### src/verilog/dcf_pkg.sv
// constants and carrier types for the channel 5/6 event flag bank
// assumes one 125 MHz clock shared with the transfer engine and bus master
package dcf_pkg;

    localparam int DCF_ADDR_W = 8;
    localparam int DCF_DATA_W = 32;
    localparam int DCF_NUM_FLAGS = 6;

    localparam logic [DCF_ADDR_W-1:0] DCF_STATUS_OFF = 8'h00;
    localparam logic [DCF_ADDR_W-1:0] DCF_CLEAR_OFF = 8'h04;

    // flag positions, shared by the status and the clear register
    localparam int DCF_CH5_HALF_BIT = 22;
    localparam int DCF_CH5_ERR_BIT = 23;
    localparam int DCF_CH6_ANY_BIT = 24;
    localparam int DCF_CH6_DONE_BIT = 25;
    localparam int DCF_CH6_HALF_BIT = 26;
    localparam int DCF_CH6_ERR_BIT = 27;
    localparam int DCF_CH5_ALL_CLR_BIT = 20;
    localparam int DCF_CH6_ALL_CLR_BIT = 24;

    localparam logic DCF_FLAG_RST = 1'b0;
    localparam logic [DCF_DATA_W-1:0] DCF_RDATA_RST = 32'h0000_0000;

    typedef struct packed {
        logic [DCF_ADDR_W-1:0] addr;
        logic [DCF_DATA_W-1:0] wdata;
        logic wr;
        logic rd;
    } dcf_bus_req_t;

    typedef struct packed {
        logic half;
        logic error;
    } dcf_ch5_ev_t;

    typedef struct packed {
        logic done;
        logic half;
        logic error;
    } dcf_ch6_ev_t;

endpackage
### src/verilog/dcf_event_flags.sv
// event flag bank for DMA channels 5 and 6 with its status/clear port
// assumes event strobes are one-cycle pulses from the transfer engine on
// sys_clk, and a bus master that never asserts rd and wr together
//
// Added by the designer: the plain strobed port and the placing of the registers.
`timescale 1ns/10ps
module dcf_event_flags
    import dcf_pkg::*;
(
    input logic sys_clk,
    input logic rst,
    input dcf_bus_req_t bus_req,
    output logic [DCF_DATA_W-1:0] rd_data,
    input dcf_ch5_ev_t ch5_ev,
    input dcf_ch6_ev_t ch6_ev,
    output logic [DCF_NUM_FLAGS-1:0] flags_out
);

    function automatic logic dcf_hit(
        input logic [DCF_ADDR_W-1:0] addr,
        input logic [DCF_ADDR_W-1:0] off
    );
        dcf_hit = (addr == off);
    endfunction

    // flag vector index 0..5 maps onto status bits 22..27
    localparam int IDX_CH5_HALF = DCF_CH5_HALF_BIT - DCF_CH5_HALF_BIT;
    localparam int IDX_CH5_ERR = DCF_CH5_ERR_BIT - DCF_CH5_HALF_BIT;
    localparam int IDX_CH6_ANY = DCF_CH6_ANY_BIT - DCF_CH5_HALF_BIT;
    localparam int IDX_CH6_DONE = DCF_CH6_DONE_BIT - DCF_CH5_HALF_BIT;
    localparam int IDX_CH6_HALF = DCF_CH6_HALF_BIT - DCF_CH5_HALF_BIT;
    localparam int IDX_CH6_ERR = DCF_CH6_ERR_BIT - DCF_CH5_HALF_BIT;

    wire status_hit;
    wire clear_hit;
    wire clear_wr;
    wire ch5_all_clr;
    wire ch6_all_clr;
    wire ch6_any_ev;
    wire [DCF_NUM_FLAGS-1:0] set_vec;
    wire [DCF_NUM_FLAGS-1:0] clr_vec;
    wire [DCF_NUM_FLAGS-1:0] flags;
    wire [DCF_DATA_W-1:0] status_word;
    wire [DCF_DATA_W-1:0] rd_data_next;

    logic [DCF_DATA_W-1:0] rd_data_reg;

    assign status_hit = dcf_hit(bus_req.addr, DCF_STATUS_OFF);
    assign clear_hit = dcf_hit(bus_req.addr, DCF_CLEAR_OFF);

    // writes to the status word are dropped: flags are read-only
    assign clear_wr = bus_req.wr && clear_hit;
    assign ch5_all_clr = clear_wr && bus_req.wdata[DCF_CH5_ALL_CLR_BIT];
    assign ch6_all_clr = clear_wr && bus_req.wdata[DCF_CH6_ALL_CLR_BIT];

    assign ch6_any_ev = ch6_ev.error || ch6_ev.half || ch6_ev.done;

    assign set_vec[IDX_CH5_HALF] = ch5_ev.half;
    assign set_vec[IDX_CH5_ERR] = ch5_ev.error;
    assign set_vec[IDX_CH6_ANY] = ch6_any_ev;
    assign set_vec[IDX_CH6_DONE] = ch6_ev.done;
    assign set_vec[IDX_CH6_HALF] = ch6_ev.half;
    assign set_vec[IDX_CH6_ERR] = ch6_ev.error;

    // only a written one clears; a zero leaves the flag alone
    assign clr_vec[IDX_CH5_HALF] = ch5_all_clr ||
        (clear_wr && bus_req.wdata[DCF_CH5_HALF_BIT]);
    assign clr_vec[IDX_CH5_ERR] = ch5_all_clr ||
        (clear_wr && bus_req.wdata[DCF_CH5_ERR_BIT]);
    assign clr_vec[IDX_CH6_ANY] = ch6_all_clr;
    assign clr_vec[IDX_CH6_DONE] = ch6_all_clr ||
        (clear_wr && bus_req.wdata[DCF_CH6_DONE_BIT]);
    assign clr_vec[IDX_CH6_HALF] = ch6_all_clr ||
        (clear_wr && bus_req.wdata[DCF_CH6_HALF_BIT]);
    assign clr_vec[IDX_CH6_ERR] = ch6_all_clr ||
        (clear_wr && bus_req.wdata[DCF_CH6_ERR_BIT]);

    genvar gi;
    generate
        for (gi = 0; gi < DCF_NUM_FLAGS; gi++) begin : g_flag
            dcf_flag_cell u_cell (
                .sys_clk(sys_clk),
                .rst(rst),
                .set(set_vec[gi]),
                .clr(clr_vec[gi]),
                .flag(flags[gi])
            );
        end
    endgenerate

    // other channels' bits live elsewhere and read zero here
    assign status_word = {
        {(DCF_DATA_W - DCF_CH6_ERR_BIT - 1){1'b0}},
        flags,
        {DCF_CH5_HALF_BIT{1'b0}}
    };

    // clear register is write-only and unmapped offsets read zero
    assign rd_data_next = (bus_req.rd && status_hit) ? status_word :
        DCF_RDATA_RST;

    always_ff @(posedge sys_clk or posedge rst) begin
        if (rst) begin
            rd_data_reg <= DCF_RDATA_RST;
        end else begin
            rd_data_reg <= rd_data_next;
        end
    end

    assign rd_data = rd_data_reg;
    assign flags_out = flags;
endmodule

### src/verilog/dcf_flag_cell.sv
// one sticky event flag: hardware sets, software clears
// assumes set and clear come from logic on sys_clk
`timescale 1ns/10ps
module dcf_flag_cell
    import dcf_pkg::*;
(
    input logic sys_clk,
    input logic rst,
    input logic set,
    input logic clr,
    output logic flag
);

    logic flag_reg;
    logic flag_next;

    // set is tested first so a same-cycle event survives the clear
    assign flag_next = set ? 1'b1 : (clr ? 1'b0 : flag_reg);

    always_ff @(posedge sys_clk or posedge rst) begin
        if (rst) begin
            flag_reg <= DCF_FLAG_RST;
        end else begin
            flag_reg <= flag_next;
        end
    end

    assign flag = flag_reg;

endmodule

### config.mk
export PLATFORM = sky130hd
export DESIGN_NAME = dcf_event_flags
export DESIGN_NICKNAME = d
export VERILOG_FILES = /design/src/verilog/dcf_pkg.sv /design/src/verilog/dcf_event_flags.sv /design/src/verilog/dcf_flag_cell.sv
export SDC_FILE = /design/constraint.sdc
export NUM_CORES = 1
export LEC_CHECK = 0
export ABC_AREA = 1
export BUFFER_PORTS_ARGS = -buffer_cell sky130_fd_sc_hd__buf_4
export CORE_MARGIN = 4
export CORE_UTILIZATION = 25
export DETAILED_ROUTE_END_ITERATION = 12
export GPL_TIMING_DRIVEN = 0
export PLACE_DENSITY = 0.72
export SYNTH_ARGS = -nofsm -noshare
export SYNTH_HDL_FRONTEND = slang
export SYNTH_HIERARCHICAL = 1
export SYNTH_SLANG_ARGS = --single-unit
### constraint.sdc
create_clock -name sys_clk -period 1.8 [get_ports sys_clk]
set_clock_uncertainty 0.05 [all_clocks]
set_input_delay 0.36 -clock sys_clk [delete_from_list [all_inputs] [get_ports sys_clk]]
set_output_delay 0.36 -clock sys_clk [all_outputs]
set_load 0.005 [all_outputs]
Word level (Yosys, flattened, before mapping) --
Cells that the tools add are included.
Word-level totals: register bits 34, input port bits 49, output and inout bits 38
Operators by class: equality and inequality tests 1, muxes and demuxes 13, reductions and logical operators 23
Operators by type and width (count):
- $mux W28 | 1
- $mux W1 | 12
- $reduce_bool A2 Y1 | 6
- $logic_and A1 B1 Y1 | 9
- $eq A8 B3 Y1 const B | 1
- $logic_not A8 Y1 | 1
- $logic_or A1 B1 Y1 | 7

Longest topological paths before layout --
Gate-level depths: netlist (run 1).
depth after elaboration 6, mapped depth 8, mapped depth without buffers 8

Hierarchy --
Netlist (run 1), hierarchy kept.
Modules (own cells, without submodules):
- dcf_event_flags | instances 1, cells each 76, area each 530.5 um^2, seq. area each 150.1 um^2
- dcf_flag_cell | instances 6, cells each 6, area each 43.8 um^2, seq. area each 25.0 um^2

Worst setup path after synthesis (run 1) --
OpenSTA, ideal clock, no wires.
path kind input -> register, from in bus_req[40] (netlist bit), to reg g_flag[0].u_cell.flag_reg, data arrival time 0.909 ns, required time 1.633 ns, path slack 0.724 ns, stages on the path 8, path buffers 0, cells stage by stage inv_1 nand2_1 nor2_2 nand3_2 nor2_1 inv_1 nand2_1 nand2_1
On the way: word-level cells in the longest chain between the ends 5, elaborated cells between the ends (all ways) 6
RTL lines:
- from (decl) | RTL line dcf_event_flags.sv:12 | input dcf_bus_req_t bus_req,
- $eq A8 B3 Y1 * | RTL line dcf_event_flags.sv:23 | dcf_hit = (addr == off);
- $logic_and A1 B1 Y1 * | RTL line dcf_event_flags.sv:52 | assign clear_wr = bus_req.wr && clear_hit;
- $logic_and A1 B1 Y1, on equally long branches | RTL line dcf_event_flags.sv:53, dcf_event_flags.sv:67
- $logic_or A1 B1 Y1 * | RTL line dcf_event_flags.sv:66 | assign clr_vec[IDX_CH5_HALF] = ch5_all_clr ||
- net clr_vec[0] | RTL line dcf_event_flags.sv:41 | wire [DCF_NUM_FLAGS-1:0] clr_vec;
- $reduce_bool A2 Y1 (no source line) *
- to (signal assigned) | RTL line dcf_flag_cell.sv:24 | flag_reg <= flag_next;
- to (decl) | RTL line dcf_flag_cell.sv:14 | logic flag_reg;
Mark *: on every way through the listed nets, which the timed path passes. The rest lies on a longest branch. A chain may end at the register's enable or synchronous reset.

Worst setup path after layout (run 1) --
from reg g_flag[2].u_cell.flag_reg, to out flags_out[2]
RTL lines:
- from (decl) | RTL line dcf_flag_cell.sv:14
- from (signal assigned) | RTL line dcf_flag_cell.sv:24
- to (decl) | RTL line dcf_event_flags.sv:16 | output logic [DCF_NUM_FLAGS-1:0] flags_out
No word-level cell between the ends.

==> results of run 1 <==
-- layout by cell type, fill, tap and decap left out --
master,count
sky130_fd_sc_hd__dfrtp_1,12
sky130_fd_sc_hd__nor2_2,2
sky130_fd_sc_hd__conb_1,26
sky130_fd_sc_hd__nand3_2,2
sky130_fd_sc_hd__nor2_1,18
sky130_fd_sc_hd__inv_1,34
sky130_fd_sc_hd__clkbuf_4,3
sky130_fd_sc_hd__buf_4,61
sky130_fd_sc_hd__or3_1,1
sky130_fd_sc_hd__dlygate4sd3_1,1
sky130_fd_sc_hd__clkbuf_8,1
sky130_fd_sc_hd__nand2_1,16
-- cells by family after synthesis --
| logic type | after synthesis |
|---|---|
| buffers and inverters | 60 |
| other | 1 |
| and+or+nand+nor | 39 |
| DFF | 12 |
-- worst max path at each step --
stage,startpoint,to,slack (ns),cells after the start
2_1_floorplan,bus_req[40],g_flag[0].u_cell/flag,0.72,8
3_3_place_gp,bus_req[34],g_flag[0].u_cell/flag,0.52,9
3_5_place_dp,bus_req[34],g_flag[4].u_cell/flag,0.49,9
6_report,g_flag[2].u_cell/flag,flags_out[2],0.58,1
4_1_cts,g_flag[5].u_cell/flag,flags_out[5],0.56,1
5_1_grt,g_flag[4].u_cell/flag,flags_out[4],0.54,1
-- routing by layer --
layer	GRT usage	part of all wire	vias up
met1	0.0753	0.35	281
met3	0.00527	0.072	4
met5	0	0	-
met4	0.0554	0.025	0
li1	-	-	382
met2	0.149	0.55	26
-- worst register-to-register path, stage by stage (launching register included) --
cell	delay, ns
sky130_fd_sc_hd__dfrtp_1	0.40
sky130_fd_sc_hd__nand2_1	0.07
sky130_fd_sc_hd__nand2_1	0.04
-- power breakdown --
part | internal [mW] | switching, mW | total [mW] | leakage (nW)
clock | 0.123 | 0.0905 | 0.213 | 0.0210
sequential | 0.270 | 0.000214 | 0.270 | 0.136
combinational | 0.0757 | 0.0455 | 0.121 | 0.704
-- stage by stage --
step | cell area, um2 | utilization | power [mW] | hold WS, ns
after floorplan | 887 | - | 0.348 | 0.0387
after global placement | 1200 | 0.395 | 0.392 | 0.202
after detailed placement | 1200 | 0.395 | 0.393 | 0.206
after CTS | 1250 | 0.410 | 0.609 | 0.220
after global routing | 1250 | 0.410 | 0.633 | 0.229
final | 1250 | 0.410 | 0.604 | 0.220
-- layout make-up --
type	instances	area share
flip-flops and latches	12	0.240
repair buffers	36	0.218
multi-input cells	65	0.211
plain buffers	26	0.156
inverters	34	0.102
well taps	44	0.0440
clock buffers	4	0.0290
-- repair_timing --
| action | in CTS | in global routing |
|---|---|---|
| hold endpoints to repair | 12 | 0 |
| hold buffers | 1 | 0 |
| resized for setup | 0 | 0 |
==> impl_summary.log, run 1 <==
[metrics] status: completed
[metrics] worst r2r src: g_flag[2].u_cell/flag
[metrics] total grt overflow: 0
[metrics] worst-skew pair later-pin latency: approximately 0.27 ns
[metrics] leakage power total: approximately 0.86 nW
[metrics] top-count cell post-synth: sky130_fd_sc_hd__inv_1
[metrics] relative area change from synthesis to final layout: 57.7%
[metrics] depth of the worst hold-timing path: 3
[metrics] cell-by-cell trace of the critical path: buf_4
[metrics] top cells by area in the synthesized netlist: sky130_fd_sc_hd__dfrtp_1 38%, sky130_fd_sc_hd__buf_4 25%, sky130_fd_sc_hd__inv_1 16%
[metrics] TritonCTS Sinks: 12
[metrics] clk root buf: sky130_fd_sc_hd__clkbuf_4
[metrics] total of buffers placed on input and output ports: 35
[metrics] Seq cells post-synth: 12
[metrics] final routed DRC violation total: 0
[metrics] Data required, critical path: 1.39 ns
[metrics] number of synthesis warnings: 6
[metrics] delay of the slowest cell on the worst path: ~0.4 ns
[metrics] Die Width: roughly 64 um
[metrics] area of combinational cells with multiple inputs: ~260 um2
[metrics] Worst R2R End: g_flag[2].u_cell/flag
[metrics] synthesized netlist cell count: between 100 and 150
[metrics] most numerous cell types in the synthesized netlist: 34 x sky130_fd_sc_hd__inv_1, 26 x sky130_fd_sc_hd__buf_4, 18 x sky130_fd_sc_hd__nor2_1
[metrics] routed length per placed instance: roughly 7.2 um
[metrics] Post-CTS Setup Inserts: 0
[metrics] Post-Synth Adder-Cell Area: 0
[metrics] diode insertion count for antenna repair: 0
[metrics] sum of net half-perimeters after detailed placement: roughly 1400 um
[metrics] number of global-route vias before repair: 647
[metrics] final total negative setup slack: 0 ns
[metrics] RSZ-0062 raised after global routing: false
[metrics] cell class contributing the biggest share of worst-path delay: flip-flops
[metrics] number of violations reported at the end of detailed-routing iteration 0: 13
[metrics] count of unique library cells instantiated by Yosys: 9
[metrics] initial cell density of the core: 0.260
[metrics] final non-filler cell total: about 220
[metrics] via total after detailed routing: just under 700
[metrics] share of the synthesized netlist area taken by xor and xnor gates: 0
[metrics] depth of the worst register-to-register path: 2
[metrics] sequential share of the synthesized area: 0.379
[metrics] max-slew violation count: 0
[metrics] dominant synthesized flop cell: sky130_fd_sc_hd__dfrtp_1
[metrics] fraction of layout cells with a size suffix above 1: 0.390
[metrics] Rows: 20
[metrics] global-route wire length before repair: roughly 2500 um
[metrics] deepest level of the CTS H-tree: 1
[metrics] Min-Delay Startpoint: ch5_ev[1]
[metrics] number of cells in the design after placement: 216
[metrics] clock buffer count from CTS: 3
[metrics] Max stage delay cell, worst path: sky130_fd_sc_hd__dfrtp_1
[metrics] number of buffer and inverter instances along the worst setup path: 1
[metrics] post-synthesis compound-gate area fraction: 0
[metrics] mux contribution to synthesized area: 0
[metrics] # fillers: about 330
[metrics] count of boundary I/O pins: 87
[metrics] highest clock rate: 817 MHz
[metrics] Sequential cell area: 300 um2
[metrics] # setup viols final: 0
[metrics] clock-pin slew on the worst setup and hold paths: about 0.080 ns
[metrics] post-place setup slack: between 0.4 and 0.5 ns
[metrics] Worst Slack Setup Final: approximately 0.58 ns
[metrics] class of the tightest hold or removal check: primary input to register
[metrics] kind of start point of the critical path: register
[metrics] setup slack on the worst flop-to-flop path: between 1 and 1.5 ns
[metrics] Cell Pwr Density: 483 nW/um2
[metrics] Avg Inst Size Synth: 7.08 um2
[metrics] floorplan core area: just over 3000 um2
[metrics] detailed-router iteration count before antenna repair: 4
[metrics] pin count of the biggest net entering global routing: 8
[metrics] main combinational cell family by area after synthesis: buffers and inverters
[metrics] aggregate global-route resource usage: 0.0770
[metrics] Peak supply drop: about 0.14 mV
[metrics] share of Yosys cell area claimed by the top area cell type: 0.379
[metrics] crit end category: output port
[metrics] Clock Path Buffers: 2
[metrics] Routed Wire Length: 1600 um
[metrics] routability congestion estimate: roughly 0.78
[metrics] initial antenna violation count: 0
[metrics] startpoint-to-endpoint class of the critical path: register to output port
[metrics] hold endpoint: g_flag[0].u_cell/flag
[metrics] portion of the clock cycle consumed by the worst path in the final layout: 0.680
[metrics] max-cap violations: 0
[metrics] number of synthesized flops with an enable pin: 0
[metrics] area of the die: just over 4000 um2
[metrics] final number of hold-violating endpoints: 0
[metrics] die outline height: approximately 64 um
[metrics] critical-path maximum fanout: 3
[metrics] net count reported at finish: between 200 and 250
[metrics] library cell with the largest summed area after synthesis: sky130_fd_sc_hd__dfrtp_1
[metrics] routed via count divided by cell count: around 3.1
[metrics] minimum period implied by the final worst setup slack: 1.22 ns
[metrics] arrival time reported for the critical path endpoint: about 0.8 ns
[metrics] area fraction in and, or, nand and nor cells after synthesis: 0.210
[metrics] share of synthesized registers carrying an async set or reset: 1.00
[metrics] clock tree from TritonCTS: done
[metrics] post-route antenna net violation count: 0
[metrics] total standard cell area after synthesis: between 700 and 800 um2
Note: power is estimated with default switching activity, not from simulation.
==> run 2, diff against run 1 <==
--- a/config.mk
+++ b/config.mk
@@ -5,13 +5,13 @@
 export SDC_FILE = /design/constraint.sdc
 export NUM_CORES = 1
 export LEC_CHECK = 0
-export ABC_AREA = 1
+export ABC_AREA = 0
 export BUFFER_PORTS_ARGS = -buffer_cell sky130_fd_sc_hd__buf_4
 export CORE_MARGIN = 4
 export CORE_UTILIZATION = 25
 export DETAILED_ROUTE_END_ITERATION = 12
 export GPL_TIMING_DRIVEN = 0
-export PLACE_DENSITY = 0.72
+export PLACE_DENSITY = 0.71
 export SYNTH_ARGS = -nofsm -noshare
 export SYNTH_HDL_FRONTEND = slang
 export SYNTH_HIERARCHICAL = 1
==> constraint.sdc (replaced) <==
create_clock -name sys_clk -period 1.2 [get_ports sys_clk]
set_clock_uncertainty 0.05 [all_clocks]
set_input_delay 0.24 -clock sys_clk [delete_from_list [all_inputs] [get_ports sys_clk]]
set_output_delay 0.24 -clock sys_clk [all_outputs]
set_load 0.005 [all_outputs]
==> impl_summary.log, run 2 <==
[metrics] share of Yosys cell area claimed by the top area cell type: 0.366 (-0.0127)
[metrics] worst r2r src: g_flag[4].u_cell/flag
[metrics] critical-path maximum fanout: 8 (+5)
[metrics] routed via count divided by cell count: 3.57 (+14%)
[metrics] Clock Path Buffers: 2 (unchanged)
[metrics] library cell with the largest summed area after synthesis: sky130_fd_sc_hd__dfrtp_1
[metrics] initial antenna violation count: 0 (unchanged)
[metrics] Routed Wire Length: 1760 um (+9.8%)
[metrics] Cell Int Power: 0.714 mW (+53%)
[metrics] power after layout: 0.934 mW (+55%)
[metrics] Seq cells post-synth: 12 (unchanged)
[metrics] relative area change from synthesis to final layout: 63.9%
[metrics] depth of the worst register-to-register path: 2 (unchanged)
[metrics] share of synthesized registers carrying an async set or reset: 1.00 (unchanged)
[metrics] Rows: 20 (unchanged)
[metrics] Worst Slack Setup Final: -0.0932 ns (-0.668 ns)
[metrics] area of the die: 4260 um2 (+3.0%)
[metrics] RSZ-0062 raised after global routing: true
[metrics] class of the tightest hold or removal check: primary input to register
[metrics] routability congestion estimate: 0.776 (about the same)
[metrics] diode insertion count for antenna repair: 0 (unchanged)
[metrics] pin count of the biggest net entering global routing: 11 (+3)
[metrics] final-layout worst hold slack: 0.0977 ns (-0.122 ns)
[metrics] kind of start point of the critical path: primary input
[metrics] synthesized netlist cell count: 89 (-21%)
[metrics] total standard cell area after synthesis: 821 um2 (+3.5%)
[metrics] total grt overflow: 0 (unchanged)
[metrics] worst-skew pair later-pin latency: 0.26 ns (about the same)
[metrics] total of buffers placed on input and output ports: 34 (-2.9%)
[metrics] count of unique library cells instantiated by Yosys: 17 (+8)
[metrics] TritonCTS Sinks: 12 (unchanged)
[metrics] aggregate global-route resource usage: 0.0833 (+0.00627)
[metrics] post-route antenna net violation count: 0 (unchanged)
[metrics] minimum period implied by the final worst setup slack: approximately 1.3 ns
[metrics] fraction of layout cells with a size suffix above 1: 0.529 (+0.139)
[metrics] setup slack on the worst flop-to-flop path: 0.35 ns (-0.78 ns)
[metrics] global-route wire length before repair: 2840 um (+12%)
[metrics] final number of hold-violating endpoints: 0 (unchanged)
[metrics] detailed-router iteration count before antenna repair: 4 (unchanged)
[metrics] sequential share of the synthesized area: 0.366 (-0.0127)
[metrics] max-cap violations: 0 (unchanged)
[metrics] most common library cell in the layout ignoring fill and taps: sky130_fd_sc_hd__buf_4
[metrics] clk root buf: sky130_fd_sc_hd__clkbuf_4
[metrics] number of synthesis warnings: 6 (unchanged)
[metrics] count of boundary I/O pins: 87 (unchanged)
[metrics] die outline height: 65.3 um (+1.5%)
[metrics] via total after detailed routing: 710 (+2.5%)
[metrics] number of synthesized flops with an enable pin: 0 (unchanged)
[metrics] portion of total power attributed to combinational logic: 0.232 (+0.032)
[metrics] floorplan core area: 3100 um2 (+1.6%)
[metrics] Data required, critical path: 1.31 ns (-0.08 ns)
[metrics] Worst setup endpoint: g_flag[3].u_cell/flag
[metrics] sum of net half-perimeters after detailed placement: 1570 um (+9.1%)
[metrics] routed length per placed instance: 8.84 um (+22%)
[metrics] clock tree from TritonCTS: done
[metrics] Avg Inst Size Synth: 9.22 um2 (+30%)
[metrics] Worst R2R End: rd_data[26]
[metrics] number of violations reported at the end of detailed-routing iteration 0: 14 (+1)
[metrics] Peak supply drop: 0.225 mV (+64%)
[metrics] Cell Pwr Density: 695 nW/um2 (+44%)
[metrics] sequential share of power: 0.433 (-0.014)
[metrics] portion of the clock cycle consumed by the worst path in the final layout: 1.08
[metrics] startpoint-to-endpoint class of the critical path: primary input to register
[metrics] deepest level of the CTS H-tree: 1 (unchanged)
[metrics] clock buffer count from CTS: 3 (unchanged)
[metrics] final total negative setup slack: -0.453 ns (-0.453 ns)
[metrics] status: complete, but fails checks
[metrics] fraction of power spent switching nets: 0.235 (+0.0100)
[metrics] top-count cell post-synth: sky130_fd_sc_hd__buf_4
[metrics] highest clock rate: 773 MHz
[metrics] initial cell density of the core: 0.265 (+0.00468)
[metrics] portion of total power attributed to the clock network: 0.334 (-0.019)
[metrics] leakage power total: 0.684 nW (-21%)
[metrics] clock-pin slew on the worst setup and hold paths: 0.07 ns (about the same)
[metrics] Net Sw Power: 0.220 mW (+61%)
[metrics] number of global-route vias before repair: 643 (-0.62%)
[metrics] crit end category: register
[metrics] arrival time reported for the critical path endpoint: 1.40 ns (+0.59 ns)
[metrics] dominant synthesized flop cell: sky130_fd_sc_hd__dfrtp_1
[metrics] top cells by area in the synthesized netlist: sky130_fd_sc_hd__dfrtp_1 37%, sky130_fd_sc_hd__buf_4 24%, sky130_fd_sc_hd__nor4_2 11%
[metrics] violations in the final reports: setup timing
[metrics] net count reported at finish: 205 (-9.7%)
[metrics] Die Width: 65.3 um (+1.5%)
[metrics] # setup viols final: 9 (+9)
[metrics] final routed DRC violation total: 0 (unchanged)
[metrics] leading cell types in the layout, fill and taps excluded: 60 x sky130_fd_sc_hd__buf_4, 26 x sky130_fd_sc_hd__conb_1, 13 x sky130_fd_sc_hd__inv_1, 12 x sky130_fd_sc_hd__dfrtp_1, 7 x sky130_fd_sc_hd__nor4_2
[metrics] most numerous cell types in the synthesized netlist: 26 x sky130_fd_sc_hd__buf_4, 13 x sky130_fd_sc_hd__inv_1, 12 x sky130_fd_sc_hd__dfrtp_1
[metrics] max-slew violation count: 0 (unchanged)
[metrics] Setup crit start: bus_req[37]
==> run 2: timing repair <==
| item | CTS | global route |
|---|---|---|
| setup buffers | 1 | 1 |
| cloned | 0 | 0 |
| gates resized for setup | 3 | 6 |
| endpoints found under the hold margin | 12 | 0 |
| setup endpoints to repair | 6 | 9 |
| hold buffers | 1 | 0 |
| pin swaps | 0 | 1 |
==> run 2: layout make-up <==
type	count	area, um2
plain buffers	29	235
flip-flops and latches	12	300
inverters	13	48.8
multi-input cells	60	382
clock buffers	4	36.3
repair buffers	37	288
fillers	330	1760
well taps	44	55.1
==> run 2: metal layers <==
layer,GRT usage,vias to the layer above,wire length (um)
li1,-,364,-
met1,0.0925,312,644
met2,0.150,34,932
met3,0.0274,0,182
met4,0.0233,0,0
met5,0,-,0
==> run 2: power by group through the flow <==
stage	registers (mW)	logic, mW	clock network [mW]
global route	0.405	0.241	0.343
global placement	0.413	0.199	0
floorplan	0.413	0.129	0
CTS	0.405	0.208	0.322
detailed placement	0.413	0.201	0
finish	0.405	0.217	0.312
==> run 2: cells by family (layout without fill, tap and decap cells) <==
group,count (synthesis),after routing,synth area share
buffers and inverters,42,83,0.320
AND/OR/NAND/NOR,28,28,0.255
flip-flops,12,12,0.366
AO/OA/AOI/OAI,6,6,0.0549
other,1,26,0.00457
==> run 2: worst max-delay path: stages <==
cell and delay [ns]:
sky130_fd_sc_hd__buf_6 0.09, sky130_fd_sc_hd__or4_4 0.56, sky130_fd_sc_hd__buf_12 0.17, sky130_fd_sc_hd__nor4_4 0.12, sky130_fd_sc_hd__inv_1 0.07, sky130_fd_sc_hd__a21o_1 0.15
==> run 2: stage by stage <==
step	setup WS (ns)	util	std cells	area, um2
after floorplan	-0.222	-	114	938
after global placement	-0.428	0.402	192	1250
after detailed placement	-0.394	0.402	192	1250
after CTS	-0.0983	0.424	198	1320
after global routing	-0.126	0.433	199	1350
final	-0.0932	0.433	199	1350
==> run 2: how the worst min path moves through the flow <==
stage | from | to | cells after the start | slack [ns]
2_1_floorplan | rst | g_flag[0].u_cell/flag | 1 | -0.08
3_3_place_gp | rst | g_flag[3].u_cell/flag | 2 | 0.08
3_5_place_dp | rst | g_flag[2].u_cell/flag | 2 | 0.08
4_1_cts | ch5_ev[0] | g_flag[1].u_cell/flag | 2 | 0.09
5_1_grt | ch5_ev[0] | g_flag[1].u_cell/flag | 2 | 0.09
6_report | ch5_ev[0] | g_flag[1].u_cell/flag | 2 | 0.1
==> run 3, diff against run 2 <==
--- a/config.mk
+++ b/config.mk
@@ -7,6 +7,7 @@
 export LEC_CHECK = 0
 export ABC_AREA = 0
 export BUFFER_PORTS_ARGS = -buffer_cell sky130_fd_sc_hd__buf_4
+export CORE_ASPECT_RATIO = 0.7
 export CORE_MARGIN = 4
 export CORE_UTILIZATION = 25
 export DETAILED_ROUTE_END_ITERATION = 12
==> impl_summary.log, run 3 (synthesis gave the netlist of run 2 again) <==
[metrics] portion of total power attributed to the clock network: 0.404 (+0.070)
[metrics] most common library cell in the layout ignoring fill and taps: sky130_fd_sc_hd__buf_4
[metrics] delay of the slowest cell on the worst path: 0.57 ns (about the same)
[metrics] diode insertion count for antenna repair: 0 (unchanged)
[metrics] Die Width: 76.5 um (+17%)
[metrics] Worst Slack Setup Final: -0.116 ns (-0.0232 ns)
[metrics] # setup viols final: 11 (+2)
[metrics] die outline height: 55.9 um (-14%)
[metrics] max-slew violation count: 0 (unchanged)
[metrics] post-place setup slack: -0.405 ns (-0.0116 ns)
[metrics] minimum period implied by the final worst setup slack: 1.32 ns (+0.0232 ns)
[metrics] fraction of layout cells with a size suffix above 1: 0.535 (+0.00645)
[metrics] sum of net half-perimeters after detailed placement: 1610 um (+2.9%)
[metrics] max-cap violations: 0 (unchanged)
[metrics] number of violations reported at the end of detailed-routing iteration 0: 29 (+15)
[metrics] aggregate global-route resource usage: 0.0818 (-0.00149)
[metrics] critical-path maximum fanout: 5 (-3)
[metrics] status: complete, but fails checks
[metrics] Data required, critical path: 1.28 ns (-0.03 ns)
[metrics] clk root buf: sky130_fd_sc_hd__clkbuf_8
[metrics] arrival time reported for the critical path endpoint: 1.39 ns (about the same)
[metrics] power after layout: 1.06 mW (+13%)
[metrics] class of the tightest hold or removal check: primary input to register
[metrics] final routed DRC violation total: 0 (unchanged)
[metrics] deepest level of the CTS H-tree: 1 (unchanged)
[metrics] Net Sw Power: 0.231 mW (+4.9%)
[metrics] count of boundary I/O pins: 87 (unchanged)
[metrics] global-route wire length before repair: 2780 um (-2.2%)
[metrics] final number of hold-violating endpoints: 0 (unchanged)
[metrics] leakage power total: 0.702 nW (+2.6%)
[metrics] initial cell density of the core: 0.261 (-0.00378)
[metrics] initial antenna violation count: 0 (unchanged)
[metrics] number of global-route vias before repair: 669 (+4.0%)
[metrics] routed length per placed instance: 9.75 um (+10%)
[metrics] worst-skew pair later-pin latency: 0.24 ns (-0.02 ns)
[metrics] net count reported at finish: 205 (unchanged)
[metrics] violations in the final reports: setup timing
[metrics] sequential share of power: 0.385 (-0.048)
[metrics] Cell Pwr Density: 768 nW/um2 (+10%)
[metrics] RSZ-0062 raised after global routing: true
[metrics] cell-by-cell trace of the critical path: buf_6 > or4_4 > buf_12 > nor4_2 > inv_1 > a21o_1
[metrics] worst r2r src: g_flag[1].u_cell/flag
[metrics] Routed Wire Length: 1880 um (+7.0%)
[metrics] final-layout worst hold slack: 0.129 ns (+0.0316 ns)
[metrics] Peak supply drop: 0.383 mV (+70%)
[metrics] highest clock rate: 760 MHz (-1.8%)
[metrics] floorplan core area: 3150 um2 (+1.5%)
[metrics] total of buffers placed on input and output ports: 34 (unchanged)
[metrics] clock tree from TritonCTS: done
[metrics] portion of the clock cycle consumed by the worst path in the final layout: 1.10 (+0.0193)
[metrics] clock-pin slew on the worst setup and hold paths: 0.05 ns (-0.02 ns)
[metrics] portion of total power attributed to combinational logic: 0.211 (-0.021)
[metrics] post-route antenna net violation count: 0 (unchanged)
[metrics] Rows: 17 (-15%)
[metrics] detailed-router iteration count before antenna repair: 3 (-1)
[metrics] number of buffer and inverter instances along the worst setup path: 3 (unchanged)
[metrics] startpoint-to-endpoint class of the critical path: primary input to register
[metrics] leading cell types in the layout, fill and taps excluded: 59 x sky130_fd_sc_hd__buf_4, 26 x sky130_fd_sc_hd__conb_1, 13 x sky130_fd_sc_hd__inv_1, 12 x sky130_fd_sc_hd__dfrtp_1, 9 x sky130_fd_sc_hd__nor4_2
[metrics] Cell Int Power: 0.826 mW (+16%)
[metrics] cell class contributing the biggest share of worst-path delay: simple AND/OR/NAND/NOR gates
[metrics] crit end category: register
[metrics] routability congestion estimate: 0.743 (-4.2%)
[metrics] routed via count divided by cell count: 3.54 (-0.67%)
[metrics] Min-Delay Startpoint: ch5_ev[0]
[metrics] area of the die: 4280 um2 (+0.34%)
[metrics] TritonCTS Sinks: 12 (unchanged)
[metrics] kind of start point of the critical path: primary input
[metrics] Clock Path Buffers: 2 (unchanged)
[metrics] relative area change from synthesis to final layout: 67.7%
[metrics] Max stage delay cell, worst path: sky130_fd_sc_hd__or4_4
[metrics] fraction of power spent switching nets: 0.219 (-0.0169)
[metrics] total grt overflow: 0 (unchanged)
[metrics] Setup crit start: bus_req[38]
[metrics] clock buffer count from CTS: 3 (unchanged)
[metrics] via total after detailed routing: 684 (-3.7%)
[metrics] pin count of the biggest net entering global routing: 9 (-2)
==> run 3: changes by cell type in the layout (fill, tap and decap cells not counted) <==
cell | before | now
sky130_fd_sc_hd__clkbuf_16 | 0 | 1
sky130_fd_sc_hd__buf_4 | 60 | 59
sky130_fd_sc_hd__clkbuf_4 | 3 | 0
sky130_fd_sc_hd__buf_12 | 1 | 2
sky130_fd_sc_hd__nor4_1 | 1 | 0
sky130_fd_sc_hd__buf_8 | 1 | 0
sky130_fd_sc_hd__clkbuf_8 | 1 | 4
sky130_fd_sc_hd__nor4_4 | 2 | 1
sky130_fd_sc_hd__nor4_2 | 7 | 9
==> run 3: per-layer routing <==
metal | wire [um] | GRT usage
met1 | 695 | 0.0780
met4 | 52 | 0.0413
met2 | 975 | 0.146
met5 | 0 | 0
met3 | 159 | 0.0405
==> run 3: repair_timing <==
item	4_1_cts	5_1_grt
cloned	0	0
endpoints found under the setup margin	6	12
hold endpoints to repair	12	0
buffers inserted	2	0
hold buffers	1	0
gates resized for setup	8	0
pin swaps	2	1
==> run 3: worst paths after layout <==
check / slack (ns) / cells after the start / endpoint
setup / recovery: -0.12 / 6 / g_flag[0].u_cell/flag
hold / removal: 0.13 / 2 / g_flag[1].u_cell/flag
setup reg to reg: 0.35 / 2 / rd_data[23]
hold reg to reg: 0.46 / 1 / g_flag[2].u_cell/flag
max in group asynchronous: 0.45 / 3 / rd_data[27]
min in group asynchronous: 0.40 / 3 / g_flag[1].u_cell/flag
==> run 3: metrics by stage <==
stage | utilization | TNS, ns | instance area [um2] | cells
after CTS | 0.437 | -0.726 | 1380 | 193
after detailed placement | 0.394 | -3.24 | 1240 | 186
after global placement | 0.394 | -3.14 | 1240 | 186
final | 0.437 | -0.701 | 1380 | 193
after floorplan | - | -1.27 | 938 | 114
after global routing | 0.437 | -1.09 | 1380 | 193
==> run 3: final cells by class <==
cell class              instances  area [um2]
inverters                      13        48.8
fillers                       309        1770
well taps                      38        47.5
multi-input cells              60         379
clock buffers                   4        55.1
flip-flops and latches         12         300
repair buffers                 37         300
plain buffers                  29         245
==> run 3: power by group through the flow <==
stage | Sequential (mW) | Clock [mW] | Combinational [mW]
after global routing | 0.406 | 0.459 | 0.244
after global placement | 0.413 | 0 | 0.199
after detailed placement | 0.413 | 0 | 0.201
after CTS | 0.406 | 0.443 | 0.219
final | 0.406 | 0.427 | 0.223
after floorplan | 0.413 | 0 | 0.129
